$ cat src/shared/atc_defs.vh
// Register offsets, field positions, reset values and timing counts of the acquisition/trigger control block
`ifndef ATC_DEFS_VH
`define ATC_DEFS_VH
// ----------------------------------------
// Register byte offsets
// ----------------------------------------
`define ATC_ADDR_W 16
`define ATC_OFF_ADC_SETUP 16'h809c
`define ATC_OFF_ACQ_CTRL 16'h8100
`define ATC_OFF_ACQ_STATUS 16'h8104
`define ATC_OFF_SW_TRIG 16'h8108
`define ATC_OFF_TRIG_SRC 16'h810c
`define ATC_OFF_TRIG_OUT 16'h8110
`define ATC_OFF_POST_TRIG 16'h8114
`define ATC_OFF_PANEL_IO 16'h8118
`define ATC_OFF_CHAN_CFG 16'h8000
`define ATC_OFF_EVT_LIMIT 16'h8200
// ----------------------------------------
// Field positions
// ----------------------------------------
`define ATC_ADC_CAL_BIT 1
`define ATC_ADC_PD_BIT 0
`define ATC_CTRL_CNT_ALL_BIT 3
`define ATC_CTRL_RUN_BIT 2
`define ATC_CTRL_MODE_HI 1
`define ATC_CTRL_MODE_LO 0
`define ATC_ST_READY_BIT 8
`define ATC_ST_PLL_BIT 7
`define ATC_ST_BYPASS_BIT 6
`define ATC_ST_EXTCLK_BIT 5
`define ATC_ST_FULL_BIT 4
`define ATC_ST_EVRDY_BIT 3
`define ATC_ST_RUN_BIT 2
`define ATC_MASK_SW_BIT 31
`define ATC_MASK_EXT_BIT 30
`define ATC_COINC_HI 26
`define ATC_COINC_LO 24
`define ATC_CFG_DES_BIT 12
// ----------------------------------------
// Run modes and reset values
// ----------------------------------------
`define ATC_MODE_REG 2'h0
`define ATC_MODE_SIN 2'h1
`define ATC_MODE_SYNC 2'h3
`define ATC_CTRL_RST 4'h0
`define ATC_MASK_RST 32'h00000000
`define ATC_POST_RST 32'h00000000
`define ATC_CFG_RST 13'h0010
`define ATC_EVT_LIMIT_RST 11'h400
// ----------------------------------------
// Post-trigger timing
// ----------------------------------------
`define ATC_LAT_EXT 32'h00000004
`define ATC_LAT_INT 32'h00000008
`define ATC_SAMPLES_PER_UNIT 16
`define ATC_SAMPLE_TOL 15
`endif

$ cat src/design/atc_acq_trig_ctrl.v
// Acquisition run control, trigger selection and status register bank on AXI4-Lite
// Notes on behaviour
// - Broadcast ADC write with calibration bit pulses calibration to all ADCs.
// - Control bit 3 chooses counting accepted triggers or all triggers.
// - Setting run bit in mode 00 enters run and pulses a memory reset.
// - Clearing run bit stops acquisition; stored data stay readable.
// - While stopped every trigger is ignored except at trigger output.
// - Run mode 00 register, 01 sync input, 11 sync only, 10 reserved.
// - Sync-input mode: sync input is sync and run start, gate always on.
// - Status bit 8 reads 1 only when PLL and ADCs synchronized.
// - Status bit 6 PLL bypass, bit 5 external clock source.
// - Status bit 4 set when stored events reach the maximum.
// - Status bit 3 set when at least one event is ready.
// - Any write to software trigger register makes one trigger.
// - Mask bit 30 enables external trigger, bit 31 software trigger.
// - Mask bits 7..0 let channel n make local trigger over threshold.
// - Local trigger needs coincidence level of other enabled channels over threshold.
// - Output mask picks channels, external and software triggers for trigger output.
// - Post samples are (value plus latency) times 16, doubled in dual edge.
// - Latency constant is 4 for external and 8 for internal triggers.
// - Panel register reads LVDS levels, writes levels of output lines.
// - Channel config bit 12 selects dual edge; even channels unused then.
`timescale 1ns/1ps
`default_nettype none
`include "atc_defs.vh"
module atc_acq_trig_ctrl (
  input wire ref_clk,
  input wire rst_b,
  input wire [15:0] s_axi_awaddr,
  input wire s_axi_awvalid,
  output wire s_axi_awready,
  input wire [31:0] s_axi_wdata,
  input wire [3:0] s_axi_wstrb,
  input wire s_axi_wvalid,
  output wire s_axi_wready,
  output reg [1:0] s_axi_bresp,
  output reg s_axi_bvalid,
  input wire s_axi_bready,
  input wire [15:0] s_axi_araddr,
  input wire s_axi_arvalid,
  output wire s_axi_arready,
  output reg [31:0] s_axi_rdata,
  output reg [1:0] s_axi_rresp,
  output reg s_axi_rvalid,
  input wire s_axi_rready,
  input wire sync_in,
  input wire external_trigger_input,
  input wire [7:0] chan_over_thr,
  input wire pll_locked,
  input wire pll_bypass,
  input wire clk_src_ext,
  input wire adc_synced,
  input wire event_stored,
  input wire event_read,
  input wire [15:0] panel_io_in,
  output reg [15:0] panel_io_out,
  output reg trigger_output,
  output reg adc_calibrate,
  output reg adc_power_down,
  output reg memory_reset,
  output reg acq_running,
  output reg acq_gate,
  output reg acq_trigger,
  output reg acq_trigger_ext,
  output reg count_all_triggers,
  output reg dual_edge,
  output reg [31:0] post_trigger_sample_count
);
// ----------------------------------------
// Input synchronisers
// ----------------------------------------
  localparam NSYNC = 30;
  wire [NSYNC-1:0] async_in;
  reg [NSYNC-1:0] sync1_q;
  reg [NSYNC-1:0] sync2_q;
  assign async_in = {panel_io_in, sync_in, external_trigger_input, chan_over_thr,
                     pll_locked, pll_bypass, clk_src_ext, adc_synced};
  // Second stage only is read; first stage may be metastable
  always @(posedge ref_clk or negedge rst_b) begin
    if (!rst_b) begin
      sync1_q <= {NSYNC{1'b0}};
      sync2_q <= {NSYNC{1'b0}};
    end else begin
      sync1_q <= async_in;
      sync2_q <= sync1_q;
    end
  end
  wire [15:0] pio_s = sync2_q[29:14];
  wire sin_s = sync2_q[13];
  wire ext_s = sync2_q[12];
  wire [7:0] thr_s = sync2_q[11:4];
  wire lock_s = sync2_q[3];
  wire byp_s = sync2_q[2];
  wire extclk_s = sync2_q[1];
  wire ready_s = sync2_q[0];
// ----------------------------------------
// AXI4-Lite slave
// ----------------------------------------
  reg aw_held_q;
  reg w_held_q;
  reg [15:0] awaddr_q;
  reg [31:0] wdata_q;
  reg [3:0] wstrb_q;
  wire wr_fire = aw_held_q && w_held_q && !s_axi_bvalid;
  assign s_axi_awready = !aw_held_q && !s_axi_bvalid;
  assign s_axi_wready = !w_held_q && !s_axi_bvalid;
  assign s_axi_arready = !s_axi_rvalid;
  wire rd_fire = s_axi_arvalid && s_axi_arready;
  function is_mapped;
    input [15:0] a;
    begin
      case (a)
        `ATC_OFF_ADC_SETUP, `ATC_OFF_ACQ_CTRL, `ATC_OFF_ACQ_STATUS, `ATC_OFF_SW_TRIG,
        `ATC_OFF_TRIG_SRC, `ATC_OFF_TRIG_OUT, `ATC_OFF_POST_TRIG, `ATC_OFF_PANEL_IO,
        `ATC_OFF_CHAN_CFG, `ATC_OFF_EVT_LIMIT: is_mapped = 1'b1;
        default: is_mapped = 1'b0;
      endcase
    end
  endfunction
  function [31:0] merge;
    input [31:0] old;
    input [31:0] nw;
    input [3:0] st;
    integer i;
    begin
      merge = old;
      for (i = 0; i < 4; i = i + 1) begin
        if (st[i]) merge[i*8 +: 8] = nw[i*8 +: 8];
      end
    end
  endfunction
  wire wr_ok = wr_fire && is_mapped(awaddr_q);
  wire wr_adc = wr_fire && awaddr_q == `ATC_OFF_ADC_SETUP;
  wire wr_ctrl = wr_fire && awaddr_q == `ATC_OFF_ACQ_CTRL;
  wire wr_swt = wr_fire && awaddr_q == `ATC_OFF_SW_TRIG;
  wire wr_src = wr_fire && awaddr_q == `ATC_OFF_TRIG_SRC;
  wire wr_out = wr_fire && awaddr_q == `ATC_OFF_TRIG_OUT;
  wire wr_post = wr_fire && awaddr_q == `ATC_OFF_POST_TRIG;
  wire wr_pio = wr_fire && awaddr_q == `ATC_OFF_PANEL_IO;
  wire wr_cfg = wr_fire && awaddr_q == `ATC_OFF_CHAN_CFG;
  wire wr_lim = wr_fire && awaddr_q == `ATC_OFF_EVT_LIMIT;
  wire rd_status = rd_fire && s_axi_araddr == `ATC_OFF_ACQ_STATUS;
// ----------------------------------------
// Registers
// ----------------------------------------
  reg [3:0] ctrl_q;
  reg [31:0] src_mask_q;
  reg [31:0] out_mask_q;
  reg [31:0] post_q;
  reg [12:0] cfg_q;
  reg [10:0] limit_q;
  reg [10:0] ev_cnt_q;
  reg pll_ok_q;
  reg run_q;
  reg run_prev_q;
  reg sin_prev_q;
  // Byte-lane merges of the held write data into the narrow registers
  wire [31:0] ctrl_m = merge({28'h0000000, ctrl_q}, wdata_q, wstrb_q);
  wire [31:0] pio_m = merge({16'h0000, panel_io_out}, wdata_q, wstrb_q);
  wire [1:0] mode = ctrl_q[`ATC_CTRL_MODE_HI:`ATC_CTRL_MODE_LO];
  wire sin_rise = sin_s && !sin_prev_q;
  always @(posedge ref_clk or negedge rst_b) begin
    if (!rst_b) begin
      aw_held_q <= 1'b0;
      w_held_q <= 1'b0;
      awaddr_q <= 16'h0000;
      wdata_q <= 32'h00000000;
      wstrb_q <= 4'h0;
      s_axi_bvalid <= 1'b0;
      s_axi_bresp <= 2'h0;
    end else begin
      if (s_axi_awvalid && s_axi_awready) begin
        aw_held_q <= 1'b1;
        awaddr_q <= s_axi_awaddr;
      end
      if (s_axi_wvalid && s_axi_wready) begin
        w_held_q <= 1'b1;
        wdata_q <= s_axi_wdata;
        wstrb_q <= s_axi_wstrb;
      end
      if (wr_fire) begin
        aw_held_q <= 1'b0;
        w_held_q <= 1'b0;
        s_axi_bvalid <= 1'b1;
        s_axi_bresp <= wr_ok ? 2'h0 : 2'h3;
      end else if (s_axi_bready) begin
        s_axi_bvalid <= 1'b0;
      end
    end
  end
  wire [31:0] wd = merge(32'h00000000, wdata_q, wstrb_q);
  always @(posedge ref_clk or negedge rst_b) begin
    if (!rst_b) begin
      ctrl_q <= `ATC_CTRL_RST;
      src_mask_q <= `ATC_MASK_RST;
      out_mask_q <= `ATC_MASK_RST;
      post_q <= `ATC_POST_RST;
      cfg_q <= `ATC_CFG_RST;
      limit_q <= `ATC_EVT_LIMIT_RST;
      panel_io_out <= 16'h0000;
      adc_calibrate <= 1'b0;
      adc_power_down <= 1'b0;
    end else begin
      adc_calibrate <= wr_adc && wd[`ATC_ADC_CAL_BIT];
      if (wr_adc) adc_power_down <= wd[`ATC_ADC_PD_BIT];
      if (wr_ctrl) ctrl_q <= ctrl_m[3:0];
      if (wr_src) src_mask_q <= merge(src_mask_q, wdata_q, wstrb_q);
      if (wr_out) out_mask_q <= merge(out_mask_q, wdata_q, wstrb_q);
      if (wr_post) post_q <= merge(post_q, wdata_q, wstrb_q);
      if (wr_pio) panel_io_out <= pio_m[15:0];
      if (wr_cfg) cfg_q <= wd[12:0];
      if (wr_lim) limit_q <= wd[10:0];
    end
  end
// ----------------------------------------
// Run control
// ----------------------------------------
  always @(posedge ref_clk or negedge rst_b) begin
    if (!rst_b) begin
      run_q <= 1'b0;
      run_prev_q <= 1'b0;
      sin_prev_q <= 1'b0;
      acq_running <= 1'b0;
      acq_gate <= 1'b0;
      memory_reset <= 1'b0;
      count_all_triggers <= 1'b0;
      dual_edge <= 1'b0;
    end else begin
      sin_prev_q <= sin_s;
      run_prev_q <= run_q;
      case (mode)
        `ATC_MODE_REG: run_q <= ctrl_q[`ATC_CTRL_RUN_BIT];
        `ATC_MODE_SIN: run_q <= ctrl_q[`ATC_CTRL_RUN_BIT] && (run_q || sin_rise);
        default: run_q <= 1'b0;
      endcase
      memory_reset <= run_q && !run_prev_q;
      acq_running <= run_q;
      acq_gate <= mode == `ATC_MODE_REG || mode == `ATC_MODE_SIN;
      count_all_triggers <= ctrl_q[`ATC_CTRL_CNT_ALL_BIT];
      dual_edge <= cfg_q[`ATC_CFG_DES_BIT];
    end
  end
// ----------------------------------------
// Triggers
// ----------------------------------------
  function [3:0] popcount;
    input [7:0] v;
    integer i;
    begin
      popcount = 4'h0;
      for (i = 0; i < 8; i = i + 1) popcount = popcount + {3'h0, v[i]};
    end
  endfunction
  wire [7:0] en_over = thr_s & src_mask_q[7:0];
  wire [3:0] coinc = {1'b0, src_mask_q[`ATC_COINC_HI:`ATC_COINC_LO]};
  // Triggering channel plus coincidence level others must be over threshold
  wire local_trig = en_over != 8'h00 && popcount(en_over) > coinc;
  wire ext_trig = ext_s && src_mask_q[`ATC_MASK_EXT_BIT];
  wire sw_trig = wr_swt && src_mask_q[`ATC_MASK_SW_BIT];
  wire [31:0] lat = ext_trig ? `ATC_LAT_EXT : `ATC_LAT_INT;
  wire [31:0] ns_base = (post_q + lat) << 4;
  always @(posedge ref_clk or negedge rst_b) begin
    if (!rst_b) begin
      acq_trigger <= 1'b0;
      acq_trigger_ext <= 1'b0;
      trigger_output <= 1'b0;
      post_trigger_sample_count <= 32'h00000000;
    end else begin
      acq_trigger <= run_q && (local_trig || ext_trig || sw_trig);
      acq_trigger_ext <= run_q && ext_trig;
      trigger_output <= (thr_s & out_mask_q[7:0]) != 8'h00 || (ext_s && out_mask_q[`ATC_MASK_EXT_BIT]) ||
        (wr_swt && out_mask_q[`ATC_MASK_SW_BIT]);
      post_trigger_sample_count <= cfg_q[`ATC_CFG_DES_BIT] ? ns_base << 1 : ns_base;
    end
  end
// ----------------------------------------
// Status and event count
// ----------------------------------------
  always @(posedge ref_clk or negedge rst_b) begin
    if (!rst_b) begin
      pll_ok_q <= 1'b1;
      ev_cnt_q <= 11'h000;
    end else begin
      // Unlock wins over the read restore
      if (!lock_s) pll_ok_q <= 1'b0;
      else if (rd_status) pll_ok_q <= 1'b1;
      if (memory_reset) ev_cnt_q <= 11'h000;
      else if (event_stored && !event_read && ev_cnt_q != limit_q) ev_cnt_q <= ev_cnt_q + 11'h001;
      else if (event_read && !event_stored && ev_cnt_q != 11'h000) ev_cnt_q <= ev_cnt_q - 11'h001;
    end
  end
  wire [31:0] status = {23'h000000, ready_s, pll_ok_q, byp_s, extclk_s,
    ev_cnt_q >= limit_q, ev_cnt_q != 11'h000, acq_running, 2'h0};
  always @(posedge ref_clk or negedge rst_b) begin
    if (!rst_b) begin
      s_axi_rvalid <= 1'b0;
      s_axi_rdata <= 32'h00000000;
      s_axi_rresp <= 2'h0;
    end else if (rd_fire) begin
      s_axi_rvalid <= 1'b1;
      s_axi_rresp <= is_mapped(s_axi_araddr) ? 2'h0 : 2'h3;
      case (s_axi_araddr)
        `ATC_OFF_ACQ_CTRL: s_axi_rdata <= {28'h0000000, ctrl_q};
        `ATC_OFF_ACQ_STATUS: s_axi_rdata <= status;
        `ATC_OFF_TRIG_SRC: s_axi_rdata <= src_mask_q & 32'hc70000ff;
        `ATC_OFF_TRIG_OUT: s_axi_rdata <= out_mask_q & 32'hc00000ff;
        `ATC_OFF_POST_TRIG: s_axi_rdata <= post_q;
        `ATC_OFF_PANEL_IO: s_axi_rdata <= {16'h0000, pio_s};
        `ATC_OFF_CHAN_CFG: s_axi_rdata <= {19'h00000, cfg_q};
        `ATC_OFF_EVT_LIMIT: s_axi_rdata <= {21'h000000, limit_q};
        default: s_axi_rdata <= 32'h00000000;
      endcase
    end else if (s_axi_rready) begin
      s_axi_rvalid <= 1'b0;
    end
  end
endmodule // atc_acq_trig_ctrl
`default_nettype wire

$ cat config.mk
export PLATFORM = sky130hd
export DESIGN_NAME = atc_acq_trig_ctrl
export DESIGN_NICKNAME = d
export VERILOG_FILES = /design/src/design/atc_acq_trig_ctrl.v
export VERILOG_INCLUDE_DIRS = /design/src /design/src/shared
export SDC_FILE = /design/constraint.sdc
export NUM_CORES = 1
export LEC_CHECK = 0
export BUFFER_PORTS_ARGS = -buffer_cell sky130_fd_sc_hd__buf_2
export CAP_MARGIN = 5
export CELL_PAD_IN_SITES_DETAIL_PLACEMENT = 2
export CELL_PAD_IN_SITES_GLOBAL_PLACEMENT = 2
export CORE_MARGIN = 3
export CORE_UTILIZATION = 30
export DETAILED_ROUTE_END_ITERATION = 12
export PLACE_DENSITY = 0.67
export SYNTH_ARGS = -nofsm -noshare
export SYNTH_HDL_FRONTEND = slang
export SYNTH_SLANG_ARGS = --single-unit
export TNS_END_PERCENT = 1
$ cat constraint.sdc
create_clock -name ref_clk -period 6.2 [get_ports ref_clk]
set_input_delay 0.31 -clock ref_clk [delete_from_list [all_inputs] [get_ports ref_clk]]
set_output_delay 0.31 -clock ref_clk [all_outputs]
set_load 0.05 [all_outputs]
==> results.cfg <==
[synth]
ys_ff_latch = 301
syn_inst = 1145
yosysSeqAreaShare_pct = 56.1
avgSynthCellArea_sq_um = 11.7
async_flop_share_pct = 100
yosysWarnings = 0
ys_types = 77
synth_edf_count = 0
syn_area_sq_mm = 0.0134
synthFlopType = dfrtp_1

[sta]
setup_tns_ns = 0
finClkSkew_ns = 0.0247
finalMaxSlewViolations = 0
min_period_ns = 3.99
fmax_mhz = 251
finalCritPeriodShare_pct = 64.3
setup_viol = 0
hold_violations = 0
tightest_slew_ns = 1.12
rsz0062_at_grt = no
maxSlewHeadroom_pct = 25.0

[global_routing]
overflow = 0
grt_start_max_net_pins = 167
grt_first_pass_wirelength_mm = 69.7
grt_pass1_vias = 11357
grt_usage_pct = 19.0
antenna_found_initial = 1

[power_and_ir_drop]
switching_share_pct = 31.7
switching_power_w = 0.00189
pwr-share-seq_pct = 43.3
pwr-share-clk_pct = 36.7
p_leak_nw = 7.87
ir_worst_vdd_mv = 0.209
power_density_mw_per_mm2 = 350
comb_power_share_pct = 20.0
internal_power_w = 0.00407

[cells_and_area]
mostFrequentLayoutCell = dfrtp_1
num_antenna_cells = 0
fin_area_sq_mm = 0.0170
nets = 1563
syn2layout_area_growth_pct = 26.9
drive_above_1_share_pct = 30.2
layout_common_cells = dfrtp_1, buf_2, mux2_2
utilization_pct = 39.0

[place]
numPortBuffers = 201
dp_hpwl_mm = 30.9
dpl_cell_area_sq_mm = 0.0150
gp_congestion = 0.853

[worst_setup_path]
crit_required_ns = 6.62
start_kind = flop
worstSetupPathType = flop to flop
cp.arrival_ns = 4.41
cp_max_fo = 12
end_kind = flop

[floorplanning]
dieArea_sq_mm = 0.0474
rows = 76
coreArea_sq_mm = 0.0436
die_w_um = 218
io-pin-count = 206
start_util_pct = 30.8
die_y_um = 218

[detailed_routing]
wire_per_inst_um = 21.8
first_pass_iters = 8
avgViaCountPerCell = 5.04
via_count = 10238
ant_nets = 0
drtIter0Drc = 464
remaining_drc_errors = 0
wirelength_mm = 44.3

[clock_tree]
clock-root-buffer = clkbuf_16
cts-resized-gates = 0
clk_latency_ns = 0.56
cts.clk_slew.worst_paths_ns = 0.06
cts_sinks = 301
numCtsBuffers = 37
htreeDepth = 2
cts_tree = yes
clockBufferDepth = 3

[run_status]
status = completed

[flow_run]
max_cap_viol_count = 0

[worst_hold_path]
hold_class = primary input to flop
timing repair:
| item | 4_1_cts | 5_1_grt |
|---|---|---|
| hold buffers | 82 | 0 |
| hold endpoints to repair | 170 | 0 |
| buffers inserted | 0 | 0 |
path summary, 6_finish.rpt:
kind / from / end / slack (ns) / cells past startpoint
worst max-delay path: limit_q[10] / ev_cnt_q[10] / 2.21 / 12
worst min-delay path: s_axi_wdata[12] / wdata_q[12] / 0.03 / 2
worst max register to register: limit_q[10] / ev_cnt_q[10] / 2.21 / 12
worst min register to register: sync1_q[25] / sync2_q[25] / 0.34 / 0
max in group asynchronous: rst_b / sync2_q[22] / 4.43 / 3
min in group asynchronous: rst_b / aw_held_q / 0.38 / 2
cell families after synthesis:
group / after synthesis / share of synthesized area, %
adders and majority gates: 35 / 3.60
other: 1 / 0.0279
xor gates and xnor gates: 16 / 1.04
buffers and inverters: 98 / 3.37
AOI/OAI and AO/OA: 218 / 11.4
DFF: 301 / 56.1
muxes: 138 / 11.5
and+or+nand+nor: 338 / 13.0
metal layers:
metal  vias up  share of wire (%)  wire (um)  global-route usage [%]
met4         0                2.0        888                    4.81
li1       4665                  -          -                       -
met1      5339                 44      19700                    25.1
met2       181                 49      21900                    32.2
met3        53                4.1       1810                    3.51
met5         -                  0          0                       0
Yosys cell counts, types with 6 or more instances:
cell type | count | area [sq um]
o21ai_2 | 7 | 61.3
a222oi_1 | 11 | 110
buf_4 | 7 | 52.6
mux2_2 | 129 | 1450
and3_1 | 12 | 75.1
nor2_1 | 62 | 233
nand3b_1 | 7 | 52.6
a221oi_1 | 11 | 96.3
a22oi_1 | 22 | 165
clkbuf_1 | 29 | 109
dfrtp_1 | 298 | 7460
nor3_1 | 24 | 120
a31oi_1 | 17 | 106
inv_1 | 39 | 146
nand2_1 | 125 | 469
fa_1 | 6 | 120
a21o_1 | 12 | 90.1
a21oi_1 | 34 | 170
xor2_1 | 7 | 61.3
xnor2_1 | 9 | 78.8
buf_2 | 14 | 70.1
nand4_1 | 8 | 50.1
a211oi_1 | 16 | 120
and2_1 | 6 | 37.5
nor4_1 | 9 | 56.3
ha_1 | 29 | 363
mux2i_1 | 9 | 90.1
nand3_1 | 29 | 145
nor2b_1 | 18 | 113
o21ai_0 | 39 | 195
area by class of cell:
cell class | instances | area, sq um
fill | 4548 | 26600
sequential | 301 | 7540
multi-input combinational | 749 | 5470
timing repair buffer | 293 | 1920
clock buffer | 55 | 1090
tap | 585 | 732
inverter | 39 | 146
clock inverter | 11 | 136
state kept, by name (all words and copies together), names as in the netlist, 4 cells and up:
name	cells
awaddr_q	16
cfg_q	13
ctrl_q	4
ev_cnt_q	11
limit_q	11
out_mask_q	10
panel_io_out	16
post_q	32
post_trigger_sample_count	28
s_axi_rdata	32
src_mask_q	13
sync1_q	30
sync2_q	30
wdata_q	32
wstrb_q	4
power by group through the flow:
stage / clock, W / sequential [W] / combinational [W]
after floorplan: 0 / 0.00252 / 0.000805
after global placement: 0 / 0.00261 / 0.00111
after detailed placement: 0 / 0.00262 / 0.00116
after CTS: 0.00226 / 0.00259 / 0.00121
after global routing: 0.00235 / 0.00264 / 0.00133
final: 0.00219 / 0.00258 / 0.00119
critical path, cell delays in order, from the launching register on:
cell and delay, ns:
dfstp_2 0.55, inv_1 0.05, ha_1 0.29, nand4_1 0.19
o311ai_2 0.95, inv_1 0.26, fa_1 0.48, nor2b_1 0.18
o31a_1 0.23, o31ai_1 0.11, a211oi_1 0.33, or4_1 0.16
o211ai_1 0.08
stage by stage:
| stage | hold slack, ns | setup slack (ns) | total power [W] | instances |
|---|---|---|---|---|
| 2_1_floorplan | 0.0144 | 2.60 | 0.00333 | 1148 |
| 3_3_place_gp | 0.333 | 2.34 | 0.00372 | 1885 |
| 3_5_place_dp | 0.337 | 2.18 | 0.00378 | 1885 |
| 4_1_cts | 0.0108 | 2.19 | 0.00606 | 2033 |
| 5_1_grt | 0.0191 | 1.78 | 0.00632 | 2033 |
| 6_report | 0.0337 | 2.21 | 0.00596 | 2033 |
Power figures use the tool's default switching activity.
